`config.mk`:
```
export PLATFORM = sky130hd
export DESIGN_NAME = sacs_sequencer
export DESIGN_NICKNAME = d
export VERILOG_FILES = /design/src/core/sacs_pkg.sv /design/src/core/sacs_conv_clock.sv /design/src/core/sacs_sequencer.sv
export VERILOG_INCLUDE_DIRS = /design/src /design/src/core
export SDC_FILE = /design/constraint.sdc
export NUM_CORES = 1
export LEC_CHECK = 0
export BUFFER_PORTS_ARGS = -buffer_cell sky130_fd_sc_hd__buf_2
export CORE_ASPECT_RATIO = 0.8
export CORE_MARGIN = 5
export CORE_UTILIZATION = 40
export DETAILED_ROUTE_END_ITERATION = 16
export PLACE_DENSITY = 0.61
export SLEW_MARGIN = 20
export SYNTH_ARGS = -nofsm -noshare
export SYNTH_HDL_FRONTEND = slang
export SYNTH_SLANG_ARGS = --single-unit
```
`constraint.sdc`:
```
create_clock -name CLK_SYS -period 1.6 [get_ports CLK_SYS]
set_input_delay 0.08 -clock CLK_SYS [delete_from_list [all_inputs] [get_ports CLK_SYS]]
set_output_delay 0.08 -clock CLK_SYS [all_outputs]
set_load 0.005 [all_outputs]
```
`src/core/sacs_map.svh`:
```
// Timing counts and code constants for the conversion sequencer
`ifndef SACS_MAP_SVH
`define SACS_MAP_SVH

`define SACS_CLK_PERIOD_NS 10
`define SACS_MAX_RATE_SPS 250000
`define SACS_MIN_CYCLE_NS (1000000000 / `SACS_MAX_RATE_SPS)
`define SACS_MIN_CYCLE_CYC (`SACS_MIN_CYCLE_NS / `SACS_CLK_PERIOD_NS)
`define SACS_TICK_NS 50
`define SACS_TICK_CYC \
  ((`SACS_TICK_NS + `SACS_CLK_PERIOD_NS - 1) / `SACS_CLK_PERIOD_NS)
`define SACS_TICK_CNT_W 3
`define SACS_ACQ_NS 1800
`define SACS_ACQ_CYC \
  ((`SACS_ACQ_NS + `SACS_CLK_PERIOD_NS - 1) / `SACS_CLK_PERIOD_NS)
`define SACS_ACQ_CNT_W 8
`define SACS_NUM_BITS 16
`define SACS_MSB_INDEX 15
`define SACS_CODE_ZERO 16'h0000
`define SACS_CODE_MID 16'h8000
`define SACS_CODE_FULL 16'hFFFF

`endif

```
`src/core/sacs_pkg.sv`:
```
// Types shared by the conversion sequencer files
package sacs_pkg;

  typedef enum logic [4:0] {
    ST_ACQUIRE = 5'h01,
    ST_OPEN_SW = 5'h02,
    ST_GROUND = 5'h04,
    ST_TRIAL = 5'h08,
    ST_FINISH = 5'h10
  } sacs_state_t;

  typedef struct packed {
    logic pos_comparator_ground_switch;
    logic neg_comparator_ground_switch;
    logic arrays_to_inputs;
    logic [15:0] element_to_ref;
  } sacs_dac_ctrl_t;

  typedef struct packed {
    logic busy;
    logic acquiring;
    logic core_powered;
    logic done;
  } sacs_status_t;

endpackage

```
`src/core/sacs_conv_clock.sv`:
```
// On-chip conversion clock: one tick per trial interval while running
`timescale 1ns/100ps
`default_nettype none
`include "sacs_map.svh"

module sacs_conv_clock
(
  input wire logic clk,
  input wire logic rst_n,
  input wire logic run,
  output logic tick
);

  logic [`SACS_TICK_CNT_W-1:0] cnt_r;
  logic [`SACS_TICK_CNT_W-1:0] cnt_nxt;
  logic wrap;

  assign wrap = (cnt_r == `SACS_TICK_CNT_W'(`SACS_TICK_CYC - 1));
  assign tick = run && wrap;

  always_comb
  begin
    cnt_nxt = cnt_r;
    if (!run || wrap)
    begin
      cnt_nxt = '0;
    end
    else
    begin
      cnt_nxt = cnt_r + `SACS_TICK_CNT_W'(1);
    end
  end

  always_ff @(posedge clk)
  begin
    if (!rst_n)
    begin
      cnt_r <= '0;
    end
    else
    begin
      cnt_r <= cnt_nxt;
    end
  end

endmodule
`default_nettype wire

```
`src/core/sacs_sequencer.sv`:
```
// Successive-approximation conversion sequencer for a 16-bit charge DAC
// Function
// [RULE1] Strobe rise after acquisition starts conversion
// [RULE2] Acquisition: comparator grounded, arrays on inputs
// [RULE3] Open ground switches first, then arrays grounded
// [RULE4] Sixteen binary-weighted trials, MSB first
// [RULE5] Result reflects input held at acquisition end
// [RULE6] After last trial: power down, acquire, done
// [RULE7] Internal conversion clock times trials, no shift clock
// [RULE8] Output code is 16-bit straight binary
// [RULE9] Overrange saturates at all ones
// [RULE10] Underrange saturates at all zeros
// [RULE11] Result belongs to same conversion, no latency
// [RULE12] Up to 250 kSPS, powered down between
// [RULE13] Started conversion ignores later strobe changes
// [RULE14] Set trial bit, keep or clear by comparator
`timescale 1ns/100ps
`default_nettype none
`include "sacs_map.svh"

module sacs_sequencer
(
  input wire logic CLK_SYS,
  input wire logic RST_N,
  input wire logic CONVERT_STROBE,
  input wire logic COMP_KEEP,
  output sacs_pkg::sacs_dac_ctrl_t DAC_CTRL,
  output sacs_pkg::sacs_status_t STATUS,
  output logic [15:0] RESULT
);

  function automatic logic [15:0] bit_mask(input logic [3:0] idx);
    bit_mask = 16'h0001 << idx;
  endfunction

  sacs_pkg::sacs_state_t state_r;
  sacs_pkg::sacs_state_t state_nxt;
  logic [3:0] idx_r;
  logic [3:0] idx_nxt;
  logic [15:0] sar_r;
  logic [15:0] sar_nxt;
  logic [15:0] result_r;
  logic [15:0] result_nxt;
  logic [`SACS_ACQ_CNT_W-1:0] acq_cnt_r;
  logic [`SACS_ACQ_CNT_W-1:0] acq_cnt_nxt;
  logic gnd_closed_r;
  logic gnd_closed_nxt;
  logic to_inputs_r;
  logic to_inputs_nxt;
  logic power_r;
  logic power_nxt;
  logic done_r;
  logic done_nxt;
  logic strobe_d_r;
  logic strobe_rise;
  logic acq_complete;
  logic clk_run;
  logic tick;

  assign strobe_rise = CONVERT_STROBE && !strobe_d_r;
  assign acq_complete =
    (acq_cnt_r == `SACS_ACQ_CNT_W'(`SACS_ACQ_CYC));
  assign clk_run = (state_r == sacs_pkg::ST_OPEN_SW) ||
                   (state_r == sacs_pkg::ST_GROUND) ||
                   (state_r == sacs_pkg::ST_TRIAL);

  sacs_conv_clock u_conv_clock
  (
    .clk(CLK_SYS),
    .rst_n(RST_N),
    .run(clk_run),
    .tick(tick) // RULE7
  );

  // Conversion sequence
  always_comb
  begin
    state_nxt = state_r;
    idx_nxt = idx_r;
    sar_nxt = sar_r;
    result_nxt = result_r;
    acq_cnt_nxt = acq_cnt_r;
    gnd_closed_nxt = gnd_closed_r;
    to_inputs_nxt = to_inputs_r;
    power_nxt = power_r;
    done_nxt = 1'b0;
    case (state_r)
      sacs_pkg::ST_ACQUIRE:
      begin
        if (!acq_complete)
        begin
          acq_cnt_nxt = acq_cnt_r + `SACS_ACQ_CNT_W'(1); // RULE12
        end
        gnd_closed_nxt = 1'b1; // RULE2
        to_inputs_nxt = 1'b1; // RULE2
        sar_nxt = `SACS_CODE_ZERO;
        if (acq_complete && strobe_rise) // RULE1
        begin
          state_nxt = sacs_pkg::ST_OPEN_SW;
          gnd_closed_nxt = 1'b0; // RULE3
          power_nxt = 1'b1;
        end
      end
      sacs_pkg::ST_OPEN_SW:
      begin
        if (tick)
        begin
          state_nxt = sacs_pkg::ST_GROUND;
          to_inputs_nxt = 1'b0; // RULE3 RULE5
        end
      end
      sacs_pkg::ST_GROUND:
      begin
        if (tick)
        begin
          state_nxt = sacs_pkg::ST_TRIAL;
          idx_nxt = 4'(`SACS_MSB_INDEX); // RULE4
          sar_nxt = bit_mask(4'(`SACS_MSB_INDEX)); // RULE14
        end
      end
      sacs_pkg::ST_TRIAL:
      begin
        if (tick)
        begin
          if (!COMP_KEEP)
          begin
            sar_nxt = sar_r & ~bit_mask(idx_r); // RULE14
          end
          if (idx_r == 4'h0)
          begin
            state_nxt = sacs_pkg::ST_FINISH;
          end
          else
          begin
            idx_nxt = idx_r - 4'h1; // RULE4
            sar_nxt = sar_nxt | bit_mask(idx_r - 4'h1); // RULE14
          end
        end
      end
      sacs_pkg::ST_FINISH:
      begin
        result_nxt = sar_r; // RULE8 RULE9 RULE10 RULE11
        done_nxt = 1'b1; // RULE6
        power_nxt = 1'b0; // RULE6 RULE12
        gnd_closed_nxt = 1'b1; // RULE6
        to_inputs_nxt = 1'b1;
        acq_cnt_nxt = '0;
        state_nxt = sacs_pkg::ST_ACQUIRE; // RULE13
      end
      default:
      begin
        state_nxt = sacs_pkg::ST_ACQUIRE;
        power_nxt = 1'b0;
        acq_cnt_nxt = '0;
      end
    endcase
  end

  always_ff @(posedge CLK_SYS)
  begin
    if (!RST_N)
    begin
      state_r <= sacs_pkg::ST_ACQUIRE;
      idx_r <= 4'h0;
      sar_r <= `SACS_CODE_ZERO;
      result_r <= `SACS_CODE_ZERO;
      acq_cnt_r <= '0;
      gnd_closed_r <= 1'b1;
      to_inputs_r <= 1'b1;
      power_r <= 1'b0;
      done_r <= 1'b0;
    end
    else
    begin
      state_r <= state_nxt;
      idx_r <= idx_nxt;
      sar_r <= sar_nxt;
      result_r <= result_nxt;
      acq_cnt_r <= acq_cnt_nxt;
      gnd_closed_r <= gnd_closed_nxt;
      to_inputs_r <= to_inputs_nxt;
      power_r <= power_nxt;
      done_r <= done_nxt;
    end
  end

  // Strobe edge detector
  always_ff @(posedge CLK_SYS)
  begin
    if (!RST_N)
    begin
      strobe_d_r <= 1'b0;
    end
    else
    begin
      strobe_d_r <= CONVERT_STROBE;
    end
  end

  // Outputs
  always_comb
  begin
    DAC_CTRL.pos_comparator_ground_switch = gnd_closed_r;
    DAC_CTRL.neg_comparator_ground_switch = gnd_closed_r;
    DAC_CTRL.arrays_to_inputs = to_inputs_r;
    DAC_CTRL.element_to_ref = sar_r;
    STATUS.busy = (state_r != sacs_pkg::ST_ACQUIRE);
    STATUS.acquiring = (state_r == sacs_pkg::ST_ACQUIRE);
    STATUS.core_powered = power_r;
    STATUS.done = done_r;
  end

  assign RESULT = result_r;

endmodule
`default_nettype wire

```
* Yosys cells after proc, flatten, opt, wreduce, memory -nomap -nowiden
Cells that the tools add are included.
Cells by class: $add $sub $neg 3, eq/ne operators 15, shift operators 2, multiplexer cells 26, bitwise operators 5, reduce and logical (&&, ||, !) cells 22
Operators by type and width (count):
- two-way mux 16 bit | 6
- case mux 16 bit (3 select lines) | 1
- left shift 1 x 4 -> 16 bit, first input constant | 2
- two-way mux 5 bit | 5
- case mux 5 bit (4 select lines) | 1
- bitwise AND 16 bit | 1
- inverter 16 bit | 1
- bitwise OR 16 bit | 1
- case mux 8 bit (2 select lines) | 1
- two-way mux 4 bit | 3
- != test 2 bit, second input constant | 5
- adder 8 x 1 -> 8 bit, second input constant | 1
- == test 8 bit, second input constant | 1
- two-way mux 8 bit | 1
- case mux 4 bit (2 select lines) | 1
- case mux 1 bit (2 select lines) | 3
- AND reduction 2 bit | 3
- nonzero test 2 bit | 3
- == test 5 x 1 -> 1 bit, second input constant | 1
- == test 5 x 2 -> 1 bit, second input constant | 1
- == test 5 x 3 -> 1 bit, second input constant | 1
- == test 5 x 4 -> 1 bit, second input constant | 1
- == test 5 bit, second input constant | 1
- != test 5 x 1 -> 1 bit, second input constant | 1
- other kinds (16) | 27
Word-level totals: flip-flop bits (word level) 57, bits of input ports 4, word-level logic and storage cells 84

* Longest topological paths before layout
depth in word-level cells 10, gate-level depth with buffers 8

* By module
Synthesis repeated with hierarchy kept, for this count alone.
Second synthesis, totals: cell total of the unflattened synthesis 333, area, all modules 2860.2 um^2
By module, submodules not included:
- sacs_sequencer | times used 1, cells each 318, area an instance 2715.1 um^2
- sacs_conv_clock | times used 1, cells each 15, area an instance 145.1 um^2

* Least setup slack after synthesis
Ideal clock, no wire load.
path kind register -> register, start reg idx_r[0], end reg sar_r[0], setup time 0.074 ns, arrival 1.698 ns, required time 1.526 ns, path slack -0.172 ns, stages on the path, launching flop included 8, buffers on the path 1, period minus slack after synthesis 1.772 ns, cell sequence dfxtp_1 -> inv_1 -> ha_1 -> clkbuf_1 -> or4_1 -> a21oi_1 -> a31oi_1 -> o21ai_0
Between the ends: longest elaborated chain between the ends 10, elaborated cells between the ends (all ways) 13, classes of those cells 1 x add/sub; 2 x shift; 6 x mux; 3 x bitwise; 1 x reduce/logical
Ends and longest elaborated chain:
- start: declaration | line sacs_sequencer.sv:38 | logic [3:0] idx_r;
- start signal: assignment | line sacs_sequencer.sv:176 | idx_r <= idx_nxt;
- left shift 1 x 4 -> 16 bit | line sacs_sequencer.sv:33 | bit_mask = 16'h0001 << idx;
- inverter 16 bit | line sacs_sequencer.sv:127 | sar_nxt = sar_r & ~bit_mask(idx_r);
- bitwise AND 16 bit | line sacs_sequencer.sv:127
- two-way mux 16 bit | line sacs_sequencer.sv:125 | if (!COMP_KEEP)
- two-way mux 16 bit | line sacs_sequencer.sv:123 | if (tick)
- two-way mux 16 bit | line sacs_sequencer.sv:87 | case (state_r)
- bitwise OR 16 bit | line sacs_sequencer.sv:136 | sar_nxt = sar_nxt | bit_mask(idx_r - 4'h1);
- two-way mux 16 bit (*) | line sacs_sequencer.sv:129 | if (idx_r == 4'h0)
- two-way mux 16 bit (*) | line sacs_sequencer.sv:123
- case mux 16 bit (3 select lines) (*) | line sacs_sequencer.sv:87
- end signal: assignment | line sacs_sequencer.sv:165 | sar_r <= `SACS_CODE_ZERO;
- end signal: assignment | line sacs_sequencer.sv:177 | sar_r <= sar_nxt;
- end: declaration | line sacs_sequencer.sv:40 | logic [15:0] sar_r;
Mark *: on every way between the ends. The rest lies on a longest branch, timed or not. The select of a mux whose other input is x is not followed. A chain may end at the register's enable or synchronous reset.

==> flow_summary.html <==
<table>
<tr><th>Metric</th><th>Value</th></tr>
<tr><th colspan="2">Status</th></tr>
<tr><td>Outcome</td><td>finished with violations</td></tr>
<tr><td>Violated checks</td><td>negative setup slack</td></tr>
<tr><th colspan="2">Drt</th></tr>
<tr><td>Detailed-route via count</td><td>2650</td></tr>
<tr><td>Sum of routed wire length over all layers</td><td>7740 µm</td></tr>
<tr><td>Post-route DRC violation count</td><td>0</td></tr>
<tr><td>DRC marker count from the first detailed-route iteration</td><td>150</td></tr>
<tr><td>Vias/cell</td><td>5.29</td></tr>
<tr><td>Remaining antenna violation count</td><td>0</td></tr>
<tr><td>WL per Instance</td><td>~15 µm</td></tr>
<tr><td>Number of search-and-repair iterations in the first detailed-routing pass</td><td>5</td></tr>
<tr><th colspan="2">Critical path</th></tr>
<tr><td>Critical Path Source Type</td><td>register</td></tr>
<tr><td>Reg2Reg Launch Point</td><td>state_r[3]</td></tr>
<tr><td>Start-to-end type of the worst setup path</td><td>register to primary output</td></tr>
<tr><td>Crit path arrival time</td><td>1.77 ns</td></tr>
<tr><td>Highest fanout seen on the critical path</td><td>4</td></tr>
<tr><td>Number of cell instances on the worst register-to-register path</td><td>8</td></tr>
<tr><td>Reg2Reg Setup Slack</td><td>-0.21 ns</td></tr>
<tr><td>CP Capture Type</td><td>primary output</td></tr>
<tr><td>Required time worst endpoint</td><td>1.52 ns</td></tr>
<tr><td>Beginning of the critical path</td><td>state_r[3]</td></tr>
<tr><td>Endpoint of the most critical setup path</td><td>STATUS[3]</td></tr>
<tr><td>End of the worst register-to-register path</td><td>acq_cnt_r[2]</td></tr>
<tr><th colspan="2">Die</th></tr>
<tr><td>Initial Utilization</td><td>40.6%</td></tr>
<tr><td>Area inside the core boundary</td><td>0.00682 mm²</td></tr>
<tr><td>Die ar.</td><td>0.00870 mm²</td></tr>
<tr><td>DIE HEIGHT</td><td>about 84 µm</td></tr>
<tr><td>Die width</td><td>103 µm</td></tr>
<tr><td>IO Pins</td><td>between 40 and 50</td></tr>
<tr><td>Number of placement rows</td><td>27</td></tr>
<tr><th colspan="2">Synthesis</th></tr>
<tr><td>Area fraction of the dominant cell type after synthesis</td><td>41.2%</td></tr>
<tr><td>Proportion of synthesized chip area in sequential cells</td><td>41.2%</td></tr>
<tr><td>Count of warnings emitted by yosys</td><td>0</td></tr>
<tr><td>Post-synthesis instance total</td><td>334</td></tr>
<tr><td>Post-synthesis sequential element count</td><td>57</td></tr>
<tr><td>Main flop type after synthesis</td><td>sky130_fd_sc_hd__dfxtp_1</td></tr>
<tr><td>Cell type contributing the most total cell area after synthesis</td><td>sky130_fd_sc_hd__dfxtp_1</td></tr>
<tr><td>Synthesized area divided by synthesized cell count</td><td>a little over 8 µm²</td></tr>
<tr><td>Netlist area before placement</td><td>0.00277 mm²</td></tr>
<tr><td>Number of enable flip-flop cells after synthesis</td><td>0</td></tr>
<tr><td>Cell variety after synth</td><td>47</td></tr>
<tr><td>Net count after synthesis</td><td>347</td></tr>
<tr><td>Ranking of synthesized cells by area</td><td>sky130_fd_sc_hd__dfxtp_1 41%, sky130_fd_sc_hd__a21oi_1 7.6%, sky130_fd_sc_hd__nand2_1 6.5%</td></tr>
<tr><td>Fraction of registers with async set/reset</td><td>0%</td></tr>
<tr><th colspan="2">Job</th></tr>
<tr><td>MaxCap Viol Count</td><td>0</td></tr>
<tr><th colspan="2">Timing</th></tr>
<tr><td>Final count of negative-setup-slack endpoints</td><td>23</td></tr>
<tr><td>Slew at the pin with the worst max-slew slack</td><td>0.401 ns</td></tr>
<tr><td>RSZ-0062 raised after global routing</td><td>yes</td></tr>
<tr><td>Worst setup skew after layout</td><td>0.00922 ns</td></tr>
<tr><td>Final period utilization</td><td>116%</td></tr>
<tr><td>Peak Freq</td><td>between 500 and 600 MHz</td></tr>
<tr><td>Setup slack after layout</td><td>-0.249 ns</td></tr>
<tr><td>Worst rel slew slack</td><td>73.1%</td></tr>
<tr><td>Final number of max-transition violations</td><td>0</td></tr>
<tr><td>Final number of hold-violating endpoints</td><td>0</td></tr>
<tr><td>Clock period minus worst slack</td><td>1.85 ns</td></tr>
<tr><th colspan="2">Finish</th></tr>
<tr><td>Highest-count cells in the layout ignoring fill and taps</td><td>50 x sky130_fd_sc_hd__dfxtp_1, 45 x sky130_fd_sc_hd__nand2_1, 40 x sky130_fd_sc_hd__buf_2</td></tr>
<tr><td># fillers</td><td>around 650</td></tr>
<tr><td>Count of antenna diodes in the layout</td><td>0</td></tr>
<tr><td>Area growth from synthesis to final layout</td><td>34.4%</td></tr>
<tr><td>Post-layout nets</td><td>423</td></tr>
<tr><td>Leading cell type in the layout, fill and taps excluded</td><td>sky130_fd_sc_hd__dfxtp_1</td></tr>
<tr><td>Proportion of layout cells with a drive suffix above 1</td><td>36.5%</td></tr>
<tr><th colspan="2">GRT</th></tr>
<tr><td>Initial antenna violation count</td><td>0</td></tr>
<tr><td>Global router's overall resource usage</td><td>17.8%</td></tr>
<tr><td>Via count of the first global-routing pass</td><td>2430</td></tr>
<tr><td>GRT Residual Overflow</td><td>0</td></tr>
<tr><td>Global-route wire length before repair</td><td>12200 µm</td></tr>
<tr><td>Largest net degree at the start of global routing</td><td>29</td></tr>
<tr><th colspan="2">Worst hold path</th></tr>
<tr><td>Class of the tightest hold or removal check</td><td>primary input to register</td></tr>
<tr><th colspan="2">CTS</th></tr>
<tr><td>Total clock sinks</td><td>57</td></tr>
<tr><td>Skew-Pair Late Insertion Delay</td><td>0.35 ns</td></tr>
<tr><td>Cts bufs inserted</td><td>9</td></tr>
<tr><td>Register clock-pin slew on the reported worst setup and hold paths</td><td>about 0.06 ns</td></tr>
<tr><td>CTS Root Cell</td><td>sky130_fd_sc_hd__clkbuf_8</td></tr>
<tr><td>Maximum count of clock buffers along a single path</td><td>2</td></tr>
<tr><td>Number of H-tree branching levels</td><td>3</td></tr>
<tr><td>TritonCTS clock tree</td><td>done</td></tr>
<tr><th colspan="2">Placement</th></tr>
<tr><td>HPWL after detailed placement</td><td>between 5000 and 6000 µm</td></tr>
<tr><td>GP Congestion</td><td>0.911</td></tr>
<tr><td>Placement Setup Slack</td><td>-0.0618 ns</td></tr>
<tr><td>Number of input and output port buffers inserted</td><td>42</td></tr>
<tr><th colspan="2">Pwr</th></tr>
<tr><td>Power Dens Cells</td><td>714 mW/mm²</td></tr>
<tr><td>Peak supply drop</td><td>between 0.3 and 0.4 mV</td></tr>
<tr><td>Overall power of the completed layout</td><td>2.66 mW</td></tr>
<tr><td>Leakage dissipation</td><td>1.52 nW</td></tr>
</table>
-- worst min path at each step --
stage              startpoint           end  slack, ns  cells past startpoint
6_report                RST_N  gnd_closed_r       0.03                      2
3_3_place_gp   CONVERT_STROBE    strobe_d_r       0.30                      2
2_1_floorplan  CONVERT_STROBE    strobe_d_r       0.20                      1
3_5_place_dp   CONVERT_STROBE    strobe_d_r       0.30                      2
4_1_cts                 RST_N  gnd_closed_r       0.04                      2
5_1_grt                 RST_N  gnd_closed_r       0.03                      2
-- sequential cells by signal (all words and copies together) (netlist names) --
| signal | cells |
|---|---|
| done_r | 1 |
| strobe_d_r | 1 |
| u_conv_clock.cnt_r | 3 |
| acq_cnt_r | 8 |
| to_inputs_r | 1 |
| state_r | 5 |
| power_r | 1 |
| idx_r | 4 |
| RESULT | 16 |
| sar_r | 16 |
| gnd_closed_r | 1 |
-- cell usage after synthesis (all sizes together) (4+ instances only) --
library cell   n
dfxtp         57
nand2         48
a21oi         44
nor2          25
o21ai         19
clkbuf        14
buf           13
o211ai        13
nand3         12
ha             9
inv            9
nand4          6
nor2b          6
xnor2          6
nand2b         5
a211oi         4
nor3           4
xor2           4
-- per-layer routing --
metal  vias up  track usage (%)  wire (µm)
met5         -                0          0
met4         0             7.53        184
met3        16             4.90        423
met2        67             24.7       3480
met1      1247             25.7       3650
li1       1320                -          -
-- cell type report --
class	instances	area, µm²	share of cell area (%)
well taps	87	109	2.92
inverters	10	50.0	1.34
repair buffers	92	663	17.8
multi-input cells	240	1590	42.6
flip-flops and latches	57	1150	31.0
clock inverters	6	35.0	0.941
clock buffers	9	124	3.33
-- cell families (layout without fill, tap and decap cells) --
family                   after synthesis  in the layout  synth area share [%]
AO/OA/AOI/OAI                         96             96                  21.6
XOR/XNOR                              10             10                  3.16
adder cells (fa/ha/maj)                9              9                  4.07
buffers and inverters                 37            117                  7.18
flip-flops                            57             57                  41.2
multiplexers                           3              3                  1.08
AND/OR/NAND/NOR                      122            122                  21.7
-- power breakdown --
group | switching, mW | internal, mW
Sequential | 0.00369 | 1.42
Clock | 0.597 | 0.543
Combinational | 0.0559 | 0.0369
-- stage by stage --
stage	utilization (%)	area [µm²]	TNS [ns]	hold WS [ns]	std cells
after floorplan	-	2790	-0.207	0.202	334
after global placement	48.0	3270	-0.0132	0.298	476
after detailed placement	48.0	3270	-0.318	0.297	476
after CTS	51.1	3480	-0.471	0.0368	494
after global routing	54.6	3720	-3.46	0.0330	501
final	54.6	3720	-1.78	0.0336	501
-- repair_timing --
item / in CTS / in global routing
pin swaps: 2 / 22
setup buffers: 2 / 6
endpoints found under the hold margin: 1 / 0
hold buffers: 1 / 0
gates resized for setup: 8 / 59
endpoints found under the setup margin: 26 / 37
gates cloned: 0 / 1
-- critical path, cell delays in order (launching register included) --
cell and delay [ns]:
sky130_fd_sc_hd__dfxtp_2 0.32, sky130_fd_sc_hd__or3b_4 0.39, sky130_fd_sc_hd__or3_4 0.46, sky130_fd_sc_hd__buf_6 0.14
sky130_fd_sc_hd__buf_6 0.10
(Power assumes the default switching activity.)
